`src/logic/uart_regs_defs.svh`:
```
// Register offsets, field positions, reset values and depths of the serial register block
`ifndef UART_REGS_DEFS_SVH
`define UART_REGS_DEFS_SVH
`define OFS_DATA        3'h0
`define OFS_IRQ_ENABLE  3'h1
`define OFS_IRQ_ID      3'h2
`define OFS_LINE_CTRL   3'h3
`define OFS_MODEM_CTRL  3'h4
`define OFS_LINE_STAT   3'h5
`define OFS_MODEM_STAT  3'h6
`define OFS_SCRATCH     3'h7
`define FCR_ENABLE_BIT  0
`define FCR_RXCLR_BIT   1
`define FCR_TXCLR_BIT   2
`define FCR_DMA_BIT     3
`define LCR_DLA_BIT     7
`define IER_MASK        8'h0F
`define MCR_MASK        8'h3F
`define LSR_RESET       8'h60
`define FIFO_DEPTH      16
`define FIFO_CNT_W      5
`define STAGE_DEPTH     4
`endif

```
`src/logic/uart_regs_pkg.sv`:
```
// Types shared by the serial register block
package uart_regs_pkg;
  typedef struct packed {
    logic [2:0] addr;
    logic       wr;
    logic       rd;
    logic [7:0] wdata;
  } bus_req_t;

  typedef struct packed {
    logic [1:0] trigger;
    logic       dma_mode;
    logic       enable;
  } fifo_ctrl_t;

  typedef struct packed {
    logic parity_fault;
    logic framing_fault;
    logic break_seen;
    logic overrun;
  } rx_err_t;

  typedef enum logic [1:0] {
    RX_IDLE,
    RX_WAIT
  } rx_load_state_t;
endpackage

```
`src/logic/uart_regs.sv`:
```
// Host register map and FIFO control of the serial communications element
`include "uart_regs_defs.svh"
module uart_regs (
  input  wire logic                    mclk,
  input  wire logic                    sys_rst,
  input  wire uart_regs_pkg::bus_req_t bus_req,
  output logic [7:0]                   rdata,
  input  wire logic [7:0]              rx_char,
  input  wire logic                    rx_char_valid,
  input  wire uart_regs_pkg::rx_err_t  rx_char_err,
  input  wire logic                    tx_char_ready,
  output logic [7:0]                   tx_char,
  output logic                         tx_char_valid,
  output logic                         tx_stage_ready,
  input  wire logic                    tx_shift_empty,
  input  wire logic [3:0]              modem_lines,
  input  wire logic [3:0]              modem_deltas,
  input  wire logic                    irq_pending,
  input  wire logic [2:0]              irq_code,
  output logic [7:0]                   line_control,
  output logic [7:0]                   modem_control,
  output logic [7:0]                   irq_enable,
  output logic [15:0]                  baud_divisor,
  output logic                         fifo_mode,
  output logic                         rx_data_present,
  output logic                         rx_trigger_hit,
  output logic                         rx_dma_request_n,
  output logic                         tx_dma_request_n
);
  uart_regs_pkg::fifo_ctrl_t fctl;
  logic [7:0]  scratch;
  logic [7:0]  rx_buffer;
  logic [7:0]  rx_buffer_hold;
  logic        rx_hold_full;
  logic        tx_hold_full;
  logic [7:0]  tx_hold;
  logic [4:0]  rx_cnt;
  logic [4:0]  tx_cnt;
  logic [4:0]  trig_n;
  logic        rx_flush;
  logic        tx_flush;
  logic        rx_err_any;
  logic        dla;
  logic        fcr_wr;
  logic        rx_pop;
  logic        tx_push;
  logic        stage_v;
  logic [7:0]  stage_d;
  logic        stage_rdy;
  logic [7:0]  rx_head;
  logic        rx_head_v;
  logic        tx_fifo_rdy;
  logic        rx_fifo_rdy;
  logic [7:0]  next_rdata;
  logic [7:0]  err_flags;

  assign dla     = line_control[`LCR_DLA_BIT];
  assign fcr_wr  = bus_req.wr && bus_req.addr == `OFS_IRQ_ID;
  assign rx_pop  = bus_req.rd && bus_req.addr == `OFS_DATA && !dla;
  assign tx_push = bus_req.wr && bus_req.addr == `OFS_DATA && !dla;

  // Flush on clear bits written with the enable bit set, or on a change of the enable bit
  always_comb
  begin
    rx_flush = 1'b0;
    tx_flush = 1'b0;
    if (fcr_wr)
    begin
      if (bus_req.wdata[`FCR_ENABLE_BIT] != fctl.enable)
      begin
        rx_flush = 1'b1;
        tx_flush = 1'b1;
      end
      if (bus_req.wdata[`FCR_ENABLE_BIT])
      begin
        rx_flush = rx_flush || bus_req.wdata[`FCR_RXCLR_BIT];
        tx_flush = tx_flush || bus_req.wdata[`FCR_TXCLR_BIT];
      end
    end
  end

  // Clear bits are not stored, so they read back as self-cleared; bits 5:4 dropped
  always_ff @(posedge mclk)
  begin
    if (sys_rst)
      fctl <= '0;
    else if (fcr_wr)
    begin
      fctl.enable <= bus_req.wdata[`FCR_ENABLE_BIT];
      if (bus_req.wdata[`FCR_ENABLE_BIT])
      begin
        fctl.dma_mode <= bus_req.wdata[`FCR_DMA_BIT];
        fctl.trigger  <= bus_req.wdata[7:6];
      end
    end
  end

  always_ff @(posedge mclk)
  begin
    if (sys_rst)
    begin
      line_control  <= '0;
      modem_control <= '0;
      irq_enable    <= '0;
    end
    else if (bus_req.wr)
    begin
      if (bus_req.addr == `OFS_LINE_CTRL)
        line_control <= bus_req.wdata;
      if (bus_req.addr == `OFS_MODEM_CTRL)
        modem_control <= bus_req.wdata & `MCR_MASK;
      if (bus_req.addr == `OFS_IRQ_ENABLE && !dla)
        irq_enable <= bus_req.wdata & `IER_MASK;
    end
  end

  // Divisor and scratch are untouched by reset
  always_ff @(posedge mclk)
  begin
    if (bus_req.wr && dla && bus_req.addr == `OFS_DATA)
      baud_divisor[7:0] <= bus_req.wdata;
    if (bus_req.wr && dla && bus_req.addr == `OFS_IRQ_ENABLE)
      baud_divisor[15:8] <= bus_req.wdata;
    if (bus_req.wr && bus_req.addr == `OFS_SCRATCH)
      scratch <= bus_req.wdata;
  end

  // Transmit path: host write -> staging FIFO -> 16-byte FIFO -> shifter
  byte_fifo #(.WIDTH(8), .DEPTH(`STAGE_DEPTH), .CW(3)) u_stage (
    .mclk      (mclk),
    .sys_rst   (sys_rst),
    .flush     (tx_flush),
    .in_data   (bus_req.wdata),
    .in_valid  (tx_push),
    .in_ready  (stage_rdy),
    .out_data  (stage_d),
    .out_valid (stage_v),
    .out_ready (tx_fifo_rdy),
    .count     ()
  );

  // In character mode the transmit FIFO holds one character only
  byte_fifo #(.WIDTH(8), .DEPTH(`FIFO_DEPTH), .CW(`FIFO_CNT_W)) u_tx (
    .mclk      (mclk),
    .sys_rst   (sys_rst),
    .flush     (tx_flush),
    .in_data   (stage_d),
    .in_valid  (stage_v && (fctl.enable || tx_cnt == '0)),
    .in_ready  (tx_fifo_rdy),
    .out_data  (tx_hold),
    .out_valid (tx_hold_full),
    .out_ready (tx_char_ready),
    .count     (tx_cnt)
  );

  // Receive FIFO: in character mode a new byte is dropped while one byte is held (depth-1 use)
  byte_fifo #(.WIDTH(8), .DEPTH(`FIFO_DEPTH), .CW(`FIFO_CNT_W)) u_rx (
    .mclk      (mclk),
    .sys_rst   (sys_rst),
    .flush     (rx_flush),
    .in_data   (rx_char),
    .in_valid  (rx_char_valid && (fctl.enable || rx_cnt == '0)),
    .in_ready  (rx_fifo_rdy),
    .out_data  (rx_head),
    .out_valid (rx_head_v),
    .out_ready (rx_pop),
    .count     (rx_cnt)
  );

  assign rx_buffer      = rx_head;
  assign rx_buffer_hold = rx_buffer;
  assign rx_hold_full   = rx_head_v;

  always_comb
  begin
    unique case (fctl.trigger)
      2'b00: trig_n = 5'h01;
      2'b01: trig_n = 5'h04;
      2'b10: trig_n = 5'h08;
      2'b11: trig_n = 5'h0E;
    endcase
  end

  // Sticky error summary for line status
  always_ff @(posedge mclk)
  begin
    if (sys_rst)
      err_flags <= '0;
    else if (bus_req.rd && bus_req.addr == `OFS_LINE_STAT)
      err_flags <= '0;
    else if (rx_char_valid)
      err_flags <= err_flags | {4'h0, rx_char_err};
    if (!sys_rst && rx_char_valid && !rx_fifo_rdy)
      err_flags[0] <= 1'b1;
  end
  assign rx_err_any = |err_flags[3:1];

  always_comb
  begin
    next_rdata = 8'h00;
    unique case (bus_req.addr)
      `OFS_DATA:       next_rdata = dla ? baud_divisor[7:0] : rx_buffer_hold;
      `OFS_IRQ_ENABLE: next_rdata = dla ? baud_divisor[15:8] : irq_enable;
      `OFS_IRQ_ID:     next_rdata = {{2{fctl.enable}}, 2'b00,
                                     irq_code[2] & fctl.enable, irq_code[1:0], ~irq_pending};
      `OFS_LINE_CTRL:  next_rdata = line_control;
      `OFS_MODEM_CTRL: next_rdata = modem_control;
      `OFS_LINE_STAT:  next_rdata = {rx_err_any & fctl.enable,
                                     !tx_hold_full && tx_cnt == '0 && tx_shift_empty,
                                     tx_cnt == '0 && !stage_v,
                                     err_flags[1], err_flags[2], err_flags[3], err_flags[0],
                                     rx_hold_full};
      `OFS_MODEM_STAT: next_rdata = {modem_lines, modem_deltas};
      `OFS_SCRATCH:    next_rdata = scratch;
    endcase
  end

  always_ff @(posedge mclk)
  begin
    if (sys_rst)
      rdata <= '0;
    else if (bus_req.rd)
      rdata <= next_rdata;
  end

  always_ff @(posedge mclk)
  begin
    if (sys_rst)
    begin
      fifo_mode        <= 1'b0;
      rx_data_present  <= 1'b0;
      rx_trigger_hit   <= 1'b0;
      tx_char          <= '0;
      tx_char_valid    <= 1'b0;
      tx_stage_ready   <= 1'b1;
      rx_dma_request_n <= 1'b1;
      tx_dma_request_n <= 1'b1;
    end
    else
    begin
      fifo_mode       <= fctl.enable;
      rx_data_present <= rx_cnt != '0;
      rx_trigger_hit  <= fctl.enable ? (rx_cnt >= trig_n) : (rx_cnt != '0);
      tx_char         <= tx_hold;
      tx_char_valid   <= tx_hold_full && !tx_char_ready;
      tx_stage_ready  <= stage_rdy;
      if (fctl.enable && fctl.dma_mode)
      begin
        rx_dma_request_n <= !(rx_cnt >= trig_n);
        tx_dma_request_n <= tx_cnt == 5'(`FIFO_DEPTH);
      end
      else
      begin
        rx_dma_request_n <= rx_cnt == '0;
        tx_dma_request_n <= tx_cnt != '0;
      end
    end
  end
endmodule // uart_regs

```
`src/logic/byte_fifo.sv`:
```
// Synchronous FIFO with valid/ready on both sides and registered read data
module byte_fifo #(
  parameter int WIDTH = 8,
  parameter int DEPTH = 16,
  parameter int CW    = 5
) (
  input  wire logic             mclk,
  input  wire logic             sys_rst,
  input  wire logic             flush,
  input  wire logic [WIDTH-1:0] in_data,
  input  wire logic             in_valid,
  output logic                  in_ready,
  output logic [WIDTH-1:0]      out_data,
  output logic                  out_valid,
  input  wire logic             out_ready,
  output logic [CW-1:0]         count
);
  localparam int AW = $clog2(DEPTH);
  logic [WIDTH-1:0] mem [DEPTH];
  logic [AW-1:0]    wr_ptr;
  logic [AW-1:0]    rd_ptr;
  logic             push;
  logic             pop;
  logic [AW-1:0]    rd_next;

  assign push = in_valid && in_ready;
  assign rd_next = pop ? ((rd_ptr == AW'(DEPTH - 1)) ? '0 : rd_ptr + 1'b1) : rd_ptr;
  assign pop  = out_valid && out_ready;
  assign in_ready = (count != CW'(DEPTH));

  always_ff @(posedge mclk)
  begin
    if (push)
      mem[wr_ptr] <= in_data;
  end

  always_ff @(posedge mclk)
  begin
    if (sys_rst || flush)
    begin
      wr_ptr <= '0;
      rd_ptr <= '0;
      count  <= '0;
    end
    else
    begin
      if (push)
        wr_ptr <= (wr_ptr == AW'(DEPTH - 1)) ? '0 : wr_ptr + 1'b1;
      if (pop)
        rd_ptr <= (rd_ptr == AW'(DEPTH - 1)) ? '0 : rd_ptr + 1'b1;
      if (push && !pop)
        count <= count + 1'b1;
      else if (pop && !push)
        count <= count - 1'b1;
    end
  end

  // Head word registered; a word written into the head slot bypasses memory
  always_ff @(posedge mclk)
  begin
    if (sys_rst || flush)
    begin
      out_data  <= '0;
      out_valid <= 1'b0;
    end
    else
    begin
      out_data  <= (push && wr_ptr == rd_next) ? in_data : mem[rd_next];
      out_valid <= pop ? (count > CW'(1)) || push : (count != '0) || push;
    end
  end
endmodule // byte_fifo

```
`config.mk`:
```
export PLATFORM = sky130hd
export DESIGN_NAME = uart_regs
export DESIGN_NICKNAME = d
export VERILOG_FILES = /design/src/logic/uart_regs_pkg.sv /design/src/logic/uart_regs.sv /design/src/logic/byte_fifo.sv
export VERILOG_INCLUDE_DIRS = /design/src /design/src/logic
export SDC_FILE = /design/constraint.sdc
export NUM_CORES = 1
export LEC_CHECK = 0
export BUFFER_PORTS_ARGS = -buffer_cell sky130_fd_sc_hd__buf_2
export CAP_MARGIN = 30
export CELL_PAD_IN_SITES_DETAIL_PLACEMENT = 1
export CELL_PAD_IN_SITES_GLOBAL_PLACEMENT = 1
export CORE_MARGIN = 10
export CORE_UTILIZATION = 40
export DETAILED_ROUTE_END_ITERATION = 10
export HOLD_SLACK_MARGIN = 0.12
export PLACE_DENSITY_LB_ADDON = 0.1
export SETUP_SLACK_MARGIN = 0.15
export SYNTH_ARGS = -nofsm -noshare
export SYNTH_HDL_FRONTEND = slang
export SYNTH_SLANG_ARGS = --single-unit
```
`constraint.sdc`:
```
create_clock -name mclk -period 3.8 [get_ports mclk]
set_input_delay 0.76 -clock mclk [delete_from_list [all_inputs] [get_ports mclk]]
set_output_delay 0.76 -clock mclk [all_outputs]
set_load 0.005 [all_outputs]
```
# Yosys cells after proc, flatten, opt, wreduce, memory -nomap -nowiden
# Memory sizes are Yosys's and may differ from the RTL's. A register that Yosys moved wholly into a read port is not among the register bits.
# Cells that the tools add are included.
# W data, S select, Z words.
# totals
ff_bits,113
latchBits,0
ram_bits,288
rom_bits,0
in_bits,42
output_inout_bits,63
wordCells,190
mem_count,3
# mem_list
name,depth,word_bits,read_ports,rd_clocked_by_memory_dff,wr,line_no,source
u_rx.mem,16,8,1,1,1,byte_fifo.sv:19,logic [WIDTH-1:0] mem [DEPTH];
u_tx.mem,16,8,1,1,1,byte_fifo.sv:19,
u_stage.mem,4,8,1,1,1,byte_fifo.sv:19,
# op_classes
n_addsub,12
multipliers,0
div,0
magnitude_cmp,4
n_eq_ne,21
shifts,0
n_mux,40
bitwise,4
reduce_logical,74
# op_table
cell,n
$pmux W8 S8,1
$logic_and A1 B1 Y1,32
$mux W4,6
$mux W1,21
$mux W5,4
$pmux W5 S4,1
$add A4 B1 Y4 const B,4
$eq A4 B4 Y1 const B,4
$mux W8,2
$logic_not A1 Y1,13
$eq A3 B3 Y1 const B,4
$logic_or A1 B1 Y1,12
$add A5 B1 Y5 const B,2
$gt A5 B1 Y1 const B,2
$logic_not A5 Y1,2
$ne A5 B5 Y1 const B,2
$reduce_bool A5 Y1,2
$sub A5 B1 Y5 const B,2
$eq A2 B2 Y1 const B,4
$or A8 B4 Y8,1
$reduce_and A2 Y1,4
$eq A3 B2 Y1 const B,2
$mux W2,3
$mux W3,2
other kinds (18),23

# Logic depth before layout (Yosys ltp)
# logic_depth
ltp_word,8
ltp_mapped,12
ltp_nobuf,11

# Cells and area by module
# Synthesis repeated with hierarchy kept, for this count alone.
# hier_totals
hier_cells,1701
hier_area_um2,20000.4
# by_module_without_submodules
module,n_inst,cells_each,area_each_um2
byte_fifo (u_rx),1,647,7362.1
byte_fifo (u_tx),1,547,7225.7
uart_regs,1,337,3348.2
byte_fifo (u_stage),1,170,2064.5

# Least setup slack after synthesis
# OpenSTA, ideal clock, no wires.
# synth_path
path_kind,input to register
startpoint,input port bus_req[11] (netlist bit)
endpoint,"register u_rx.out_data[0], read port of u_rx.mem"
setup_ps,87
arrival_ps,2856
path_slack_ps,857
path_stages,11
path_cell_list,buf_6 > or3_1 > buf_2 > nor2_8 > inv_2 > mux2i_2 > clkbuf_1 > a31o_2 > o311ai_0 > nand4_1 > a221oi_2
# synth_between
elab_chain_len,5
word_cells_on_any_way,9
classes_between,1 x eq/ne; 2 x mux; 6 x reduce/logical
# synth_rtl
item,line_no,source
from (decl),uart_regs.sv:6,"input wire uart_regs_pkg::bus_req_t bus_req,"
$logic_not A3 Y1,n/a,
$logic_and A1 B1 Y1 (no source line),n/a,
$logic_and A1 B1 Y1,uart_regs.sv:59,assign rx_pop = bus_req.rd && bus_req.addr == `OFS_DATA && !dla;
$logic_and A1 B1 Y1,byte_fifo.sv:28,assign pop = out_valid && out_ready;
$mux W4,n/a,
to (decl),byte_fifo.sv:13,"output logic [WIDTH-1:0] out_data,"
# Parallel ways exist; a longest one is shown, timed or not.
# A chain may end at the register's enable or synchronous reset.

# Worst setup path in the final report
# layout_path
startpoint,register u_tx.count[0]
endpoint,memory u_tx.mem[12][3] (enable)
# layout_between
elab_chain_len,6
word_cells_on_any_way,7
classes_between,1 x eq/ne; 2 x mux; 4 x reduce/logical
# layout_rtl
item,line_no,source
from (decl),byte_fifo.sv:16,output logic [CW-1:0] count
from (signal assigned),byte_fifo.sv:52,count <= count + 1'b1;
from (signal assigned),byte_fifo.sv:54,count <= count - 1'b1;
$logic_not A5 Y1,uart_regs.sv:148,".in_valid (stage_v && (fctl.enable || tx_cnt == '0)),"
$logic_or A1 B1 Y1,uart_regs.sv:148,
$logic_and A1 B1 Y1,uart_regs.sv:148,
$logic_and A1 B1 Y1 *,byte_fifo.sv:26,assign push = in_valid && in_ready;
$mux W1 *,byte_fifo.sv:33,if (push)
$mux W1 (implied by the code) *,byte_fifo.sv:34,mem[wr_ptr] <= in_data;
to (decl),byte_fifo.sv:19,
# Every way passes the cells marked *; elsewhere a longest branch is shown, timed or not.

==> results.md <==
- Worst clock skew: roughly 0.013 ns
- DP HPWL: 35.8 mm
- Max frequency: approximately 310 MHz
- Crit end category: flip-flop
- PD cells: roughly 560 nW/µm²
- Routed length per instance: 23.6 µm
- Setup TNS: 0 ns
- Maximum vdd drop: approximately 0.33 mV
- Number of global-route vias before repair: ~14000
- Worst R2R Start: u_tx.count[0]
- Crit path arrival time: between 3 and 4 ns
- Die H: around 240 µm
- Hold path depth: 3
- Slowest cell on the critical path: nor2_1
- Drt initial violations: ~770
- H-tree depth: 2
- Crit-path max cell delay: roughly 0.62 ns
- Share of layout cells above drive strength 1: 0.170
- DP Area: slightly above 20000 µm²
- Post-synth EDFFs: 312
- Post-synth ARST share: 0
- Root buf cell: clkbuf_16
- Initial antenna violation count: 0
- Sequence of cells on the critical path: inv_1, ha_1, or3b_2, nor2_1, a21oi_1, nor2b_1, nand2_1, nor2_1
- Post-CTS Hold Buffers: 0
- Cell Count Post-Placement: around 2200
- Critical path type: reg -> reg
- Buf/Inv on CP: 1
- Routed WL: 54.6 mm
- Setup-failing EPs final: 0
- Final Core Density: 0.469
- Clock Path Buffers: 3
- Post-CTS sizing: 0
- Drt first pass iters: 5
- Total track usage: 0.190
- Post-route cell area: about 22000 µm²
- Yosys reg bits: ~420
- Synth Cell Area: 19000 µm²
- Crit Path Max Fanout: 8
- Share of the yosys chip area belonging to registers: 0.609
- Synthesis-to-finish area growth: 15.7%
- Max Transition Viols Final: 0
- Final min period: around 3.2 ns
- Worst slew margin: 0.383
- Hold WS: ~0.41 ns
- Fill cells: approximately 5000
- Vias per cell: between 5 and 6
- Netlist cell types: 70
- Critical Path Most Common Cell: nor2_1
- Synth Warn #: 0
- Post-DRT Antenna Nets: 0
- I/O Buffers: 98
- Reg2reg path depth: 8
- Number of diodes: 0
- Total grt overflow: 0
- Mapped Cells: between 1500 and 2000
- Largest net degree at the start of global routing: 91
- Core area: 46800 µm²
- Outcome: completed
- Vias: about 13000
- CP top delay family: simple AND/OR/NAND/NOR gates
- Area occupied by multi-input gates: a little under 7000 µm²
- RSZ-0062 raised after global routing: no
- Hold Vio Cnt, Final: 0
- Number of remaining DRC errors: 0
- Synth Flop Type: edfxtp_1
- RR Endpoint: u_tx.mem[12][3]
- Hold EP: err_flags[3]
- First-pass GRT wire length: roughly 84 mm
- Final period utilization: 0.850
- Sink Count: 421
- CTS buffer count: 48
- Nets: 1739
- Worst reg2reg setup slack: approximately 0.57 ns
- Hold Crit Start: rx_char_err[3]
- Min-delay worst type: in -> reg
- Req. time, crit path: around 4.0 ns
- FF/Latch Area: 11600 µm²
- Layout Cells excl Fill: around 2300
- MaxCap Viol Count: 0
- Postcts setup bufs: 0
- Die Width: 238 µm
- Worst skew pair latency: approximately 0.58 ns
- Clock transition at path regs: about 0.060 ns
- Startpoint types: flip-flop
- # IOs: about 110
- Leakage: 0.00805 µW
- Initial Util: 0.406
- DIE AREA: ~57000 µm²
- Synthesized area per cell: ~12 µm²
- CTS tree: yes
- RePlAce Congestion: 0.813
- FP Rows: 79
- Slew @ Worst Pin: roughly 0.93 ns
-- logic make-up (layout without fill, tap and decap cells) --
logic type	count (synthesis)	after routing	share of synthesized area
AO/OA/AOI/OAI	313	313	0.122
XOR/XNOR	29	29	0.0134
adder cells (fa/ha/maj)	34	34	0.0224
buffers and inverters	135	285	0.0308
flip-flops	421	421	0.609
multiplexers	169	169	0.0920
other	1	6	0.000198
AND/OR/NAND/NOR	445	445	0.110
-- registers in the layout, indices dropped and copies added (netlist names), 4 cells and up --
name and cells:
fctl 4, baud_divisor 16, line_control 8, u_stage.out_data 8
u_tx.count 5, err_flags 4, u_rx.out_data 8, u_stage.mem 32
scratch 8, u_tx.rd_ptr 4, u_rx.wr_ptr 4, u_rx.mem 128
u_tx.wr_ptr 4, modem_control 6, u_rx.rd_ptr 4, rdata 8
tx_char 8, u_tx.out_data 8, u_tx.mem 128, u_rx.count 5
irq_enable 4
-- cell usage after synthesis (all sizes together) (2+ instances only) --
cell type / instances / area share
buf: 38 / 0.012
nor3b: 2 / 0.00079
or4: 4 / 0.0016
o21ai: 13 / 0.0034
o211ai: 8 / 0.0032
nand4: 12 / 0.0040
a31o: 17 / 0.0078
or3: 2 / 0.00066
inv: 23 / 0.0046
a21oi: 107 / 0.028
nand2b: 12 / 0.0040
nor4: 3 / 0.00099
a31oi: 3 / 0.00099
or2: 2 / 0.00066
nand3: 37 / 0.010
and3: 7 / 0.0023
mux2: 16 / 0.0097
o32ai: 2 / 0.00092
a311oi: 2 / 0.00092
xor2: 11 / 0.0051
a21o: 3 / 0.0012
ha: 34 / 0.022
a211oi: 38 / 0.015
a211o: 16 / 0.0074
a32o: 8 / 0.0042
edfxtp: 312 / 0.49
o311ai: 16 / 0.0074
nand2: 146 / 0.029
mux2i: 151 / 0.080
nor2: 111 / 0.023
dfxtp: 109 / 0.12
mux4: 2 / 0.0024
nor2b: 44 / 0.015
a221o: 49 / 0.026
a22oi: 3 / 0.0012
a22o: 2 / 0.00092
o221ai: 2 / 0.00092
xnor2: 18 / 0.0083
clkbuf: 73 / 0.014
nand3b: 3 / 0.0012
o22ai: 3 / 0.00099
nor3: 50 / 0.013
a221oi: 14 / 0.0084
and2: 6 / 0.0020
-- per-stage QoR --
step	setup slack, ns	total power (µW)
global route	0.249	12900
finish	0.570	12300
detailed placement	0.179	7980
CTS	0.427	12500
global placement	0.181	7910
floorplan	0.857	7100
-- report_power, final --
| group | switching, µW | internal [µW] |
|---|---|---|
| Combinational | 1200 | 894 |
| Sequential | 401 | 5380 |
| Clock | 1850 | 2610 |
| Total | 3460 | 8890 |
-- metal layers --
| metal | track usage | share of wire | vias up |
|---|---|---|---|
| li1 | - | - | 6053 |
| met1 | 0.245 | 0.45 | 6659 |
| met2 | 0.322 | 0.49 | 198 |
| met3 | 0.0275 | 0.032 | 80 |
| met4 | 0.0647 | 0.025 | 0 |
| met5 | 0 | 0 | - |
-- layout by cell type (no fill, tap or decap), drive strengths merged, types with 4 or more instances in the layout --
cell type	count
a211o	16
a32o	8
o21ai	13
conb	6
a21oi	107
clkinv	11
and2	6
mux2i	151
a221o	49
a221oi	14
ha	34
nand2b	12
a31o	17
nor2	111
mux2	16
or4	4
o211ai	8
dfxtp	109
a211oi	38
inv	25
nand4	12
clkbuf	72
nand2	146
edfxtp	312
nor2b	44
buf	172
xor2	11
nand3	37
xnor2	18
o311ai	16
nor3	50
and3	7
-- how the worst max path moves through the flow --
| stage | start | cells past startpoint | to |
|---|---|---|---|
| after global routing | u_tx.count[0] | 8 | u_tx.mem[12][1] |
| final | u_tx.count[0] | 8 | u_tx.mem[12][3] |
| after global placement | bus_req[11] | 10 | u_rx.out_data[1] |
| after floorplan | bus_req[11] | 11 | u_rx.out_data[0] |
| after CTS | u_tx.count[0] | 8 | u_tx.mem[12][3] |
| after detailed placement | bus_req[11] | 10 | u_rx.out_data[1] |
-- final cells by class --
cell class | count | area share
sequential | 421 | 0.526
multi-input combinational | 996 | 0.315
clock buffer | 72 | 0.0621
timing repair buffer | 172 | 0.0511
tap | 607 | 0.0346
clock inverter | 17 | 0.00656
inverter | 24 | 0.00410
-- tightest hold or removal path: cells and delay by family --
kind	cells	cell delay [ns]
and+or+nand+nor	1	0.07
AOI/OAI and AO/OA	1	0.05
buffers and inverters	1	0.08
Power figures use the tool's default switching activity.
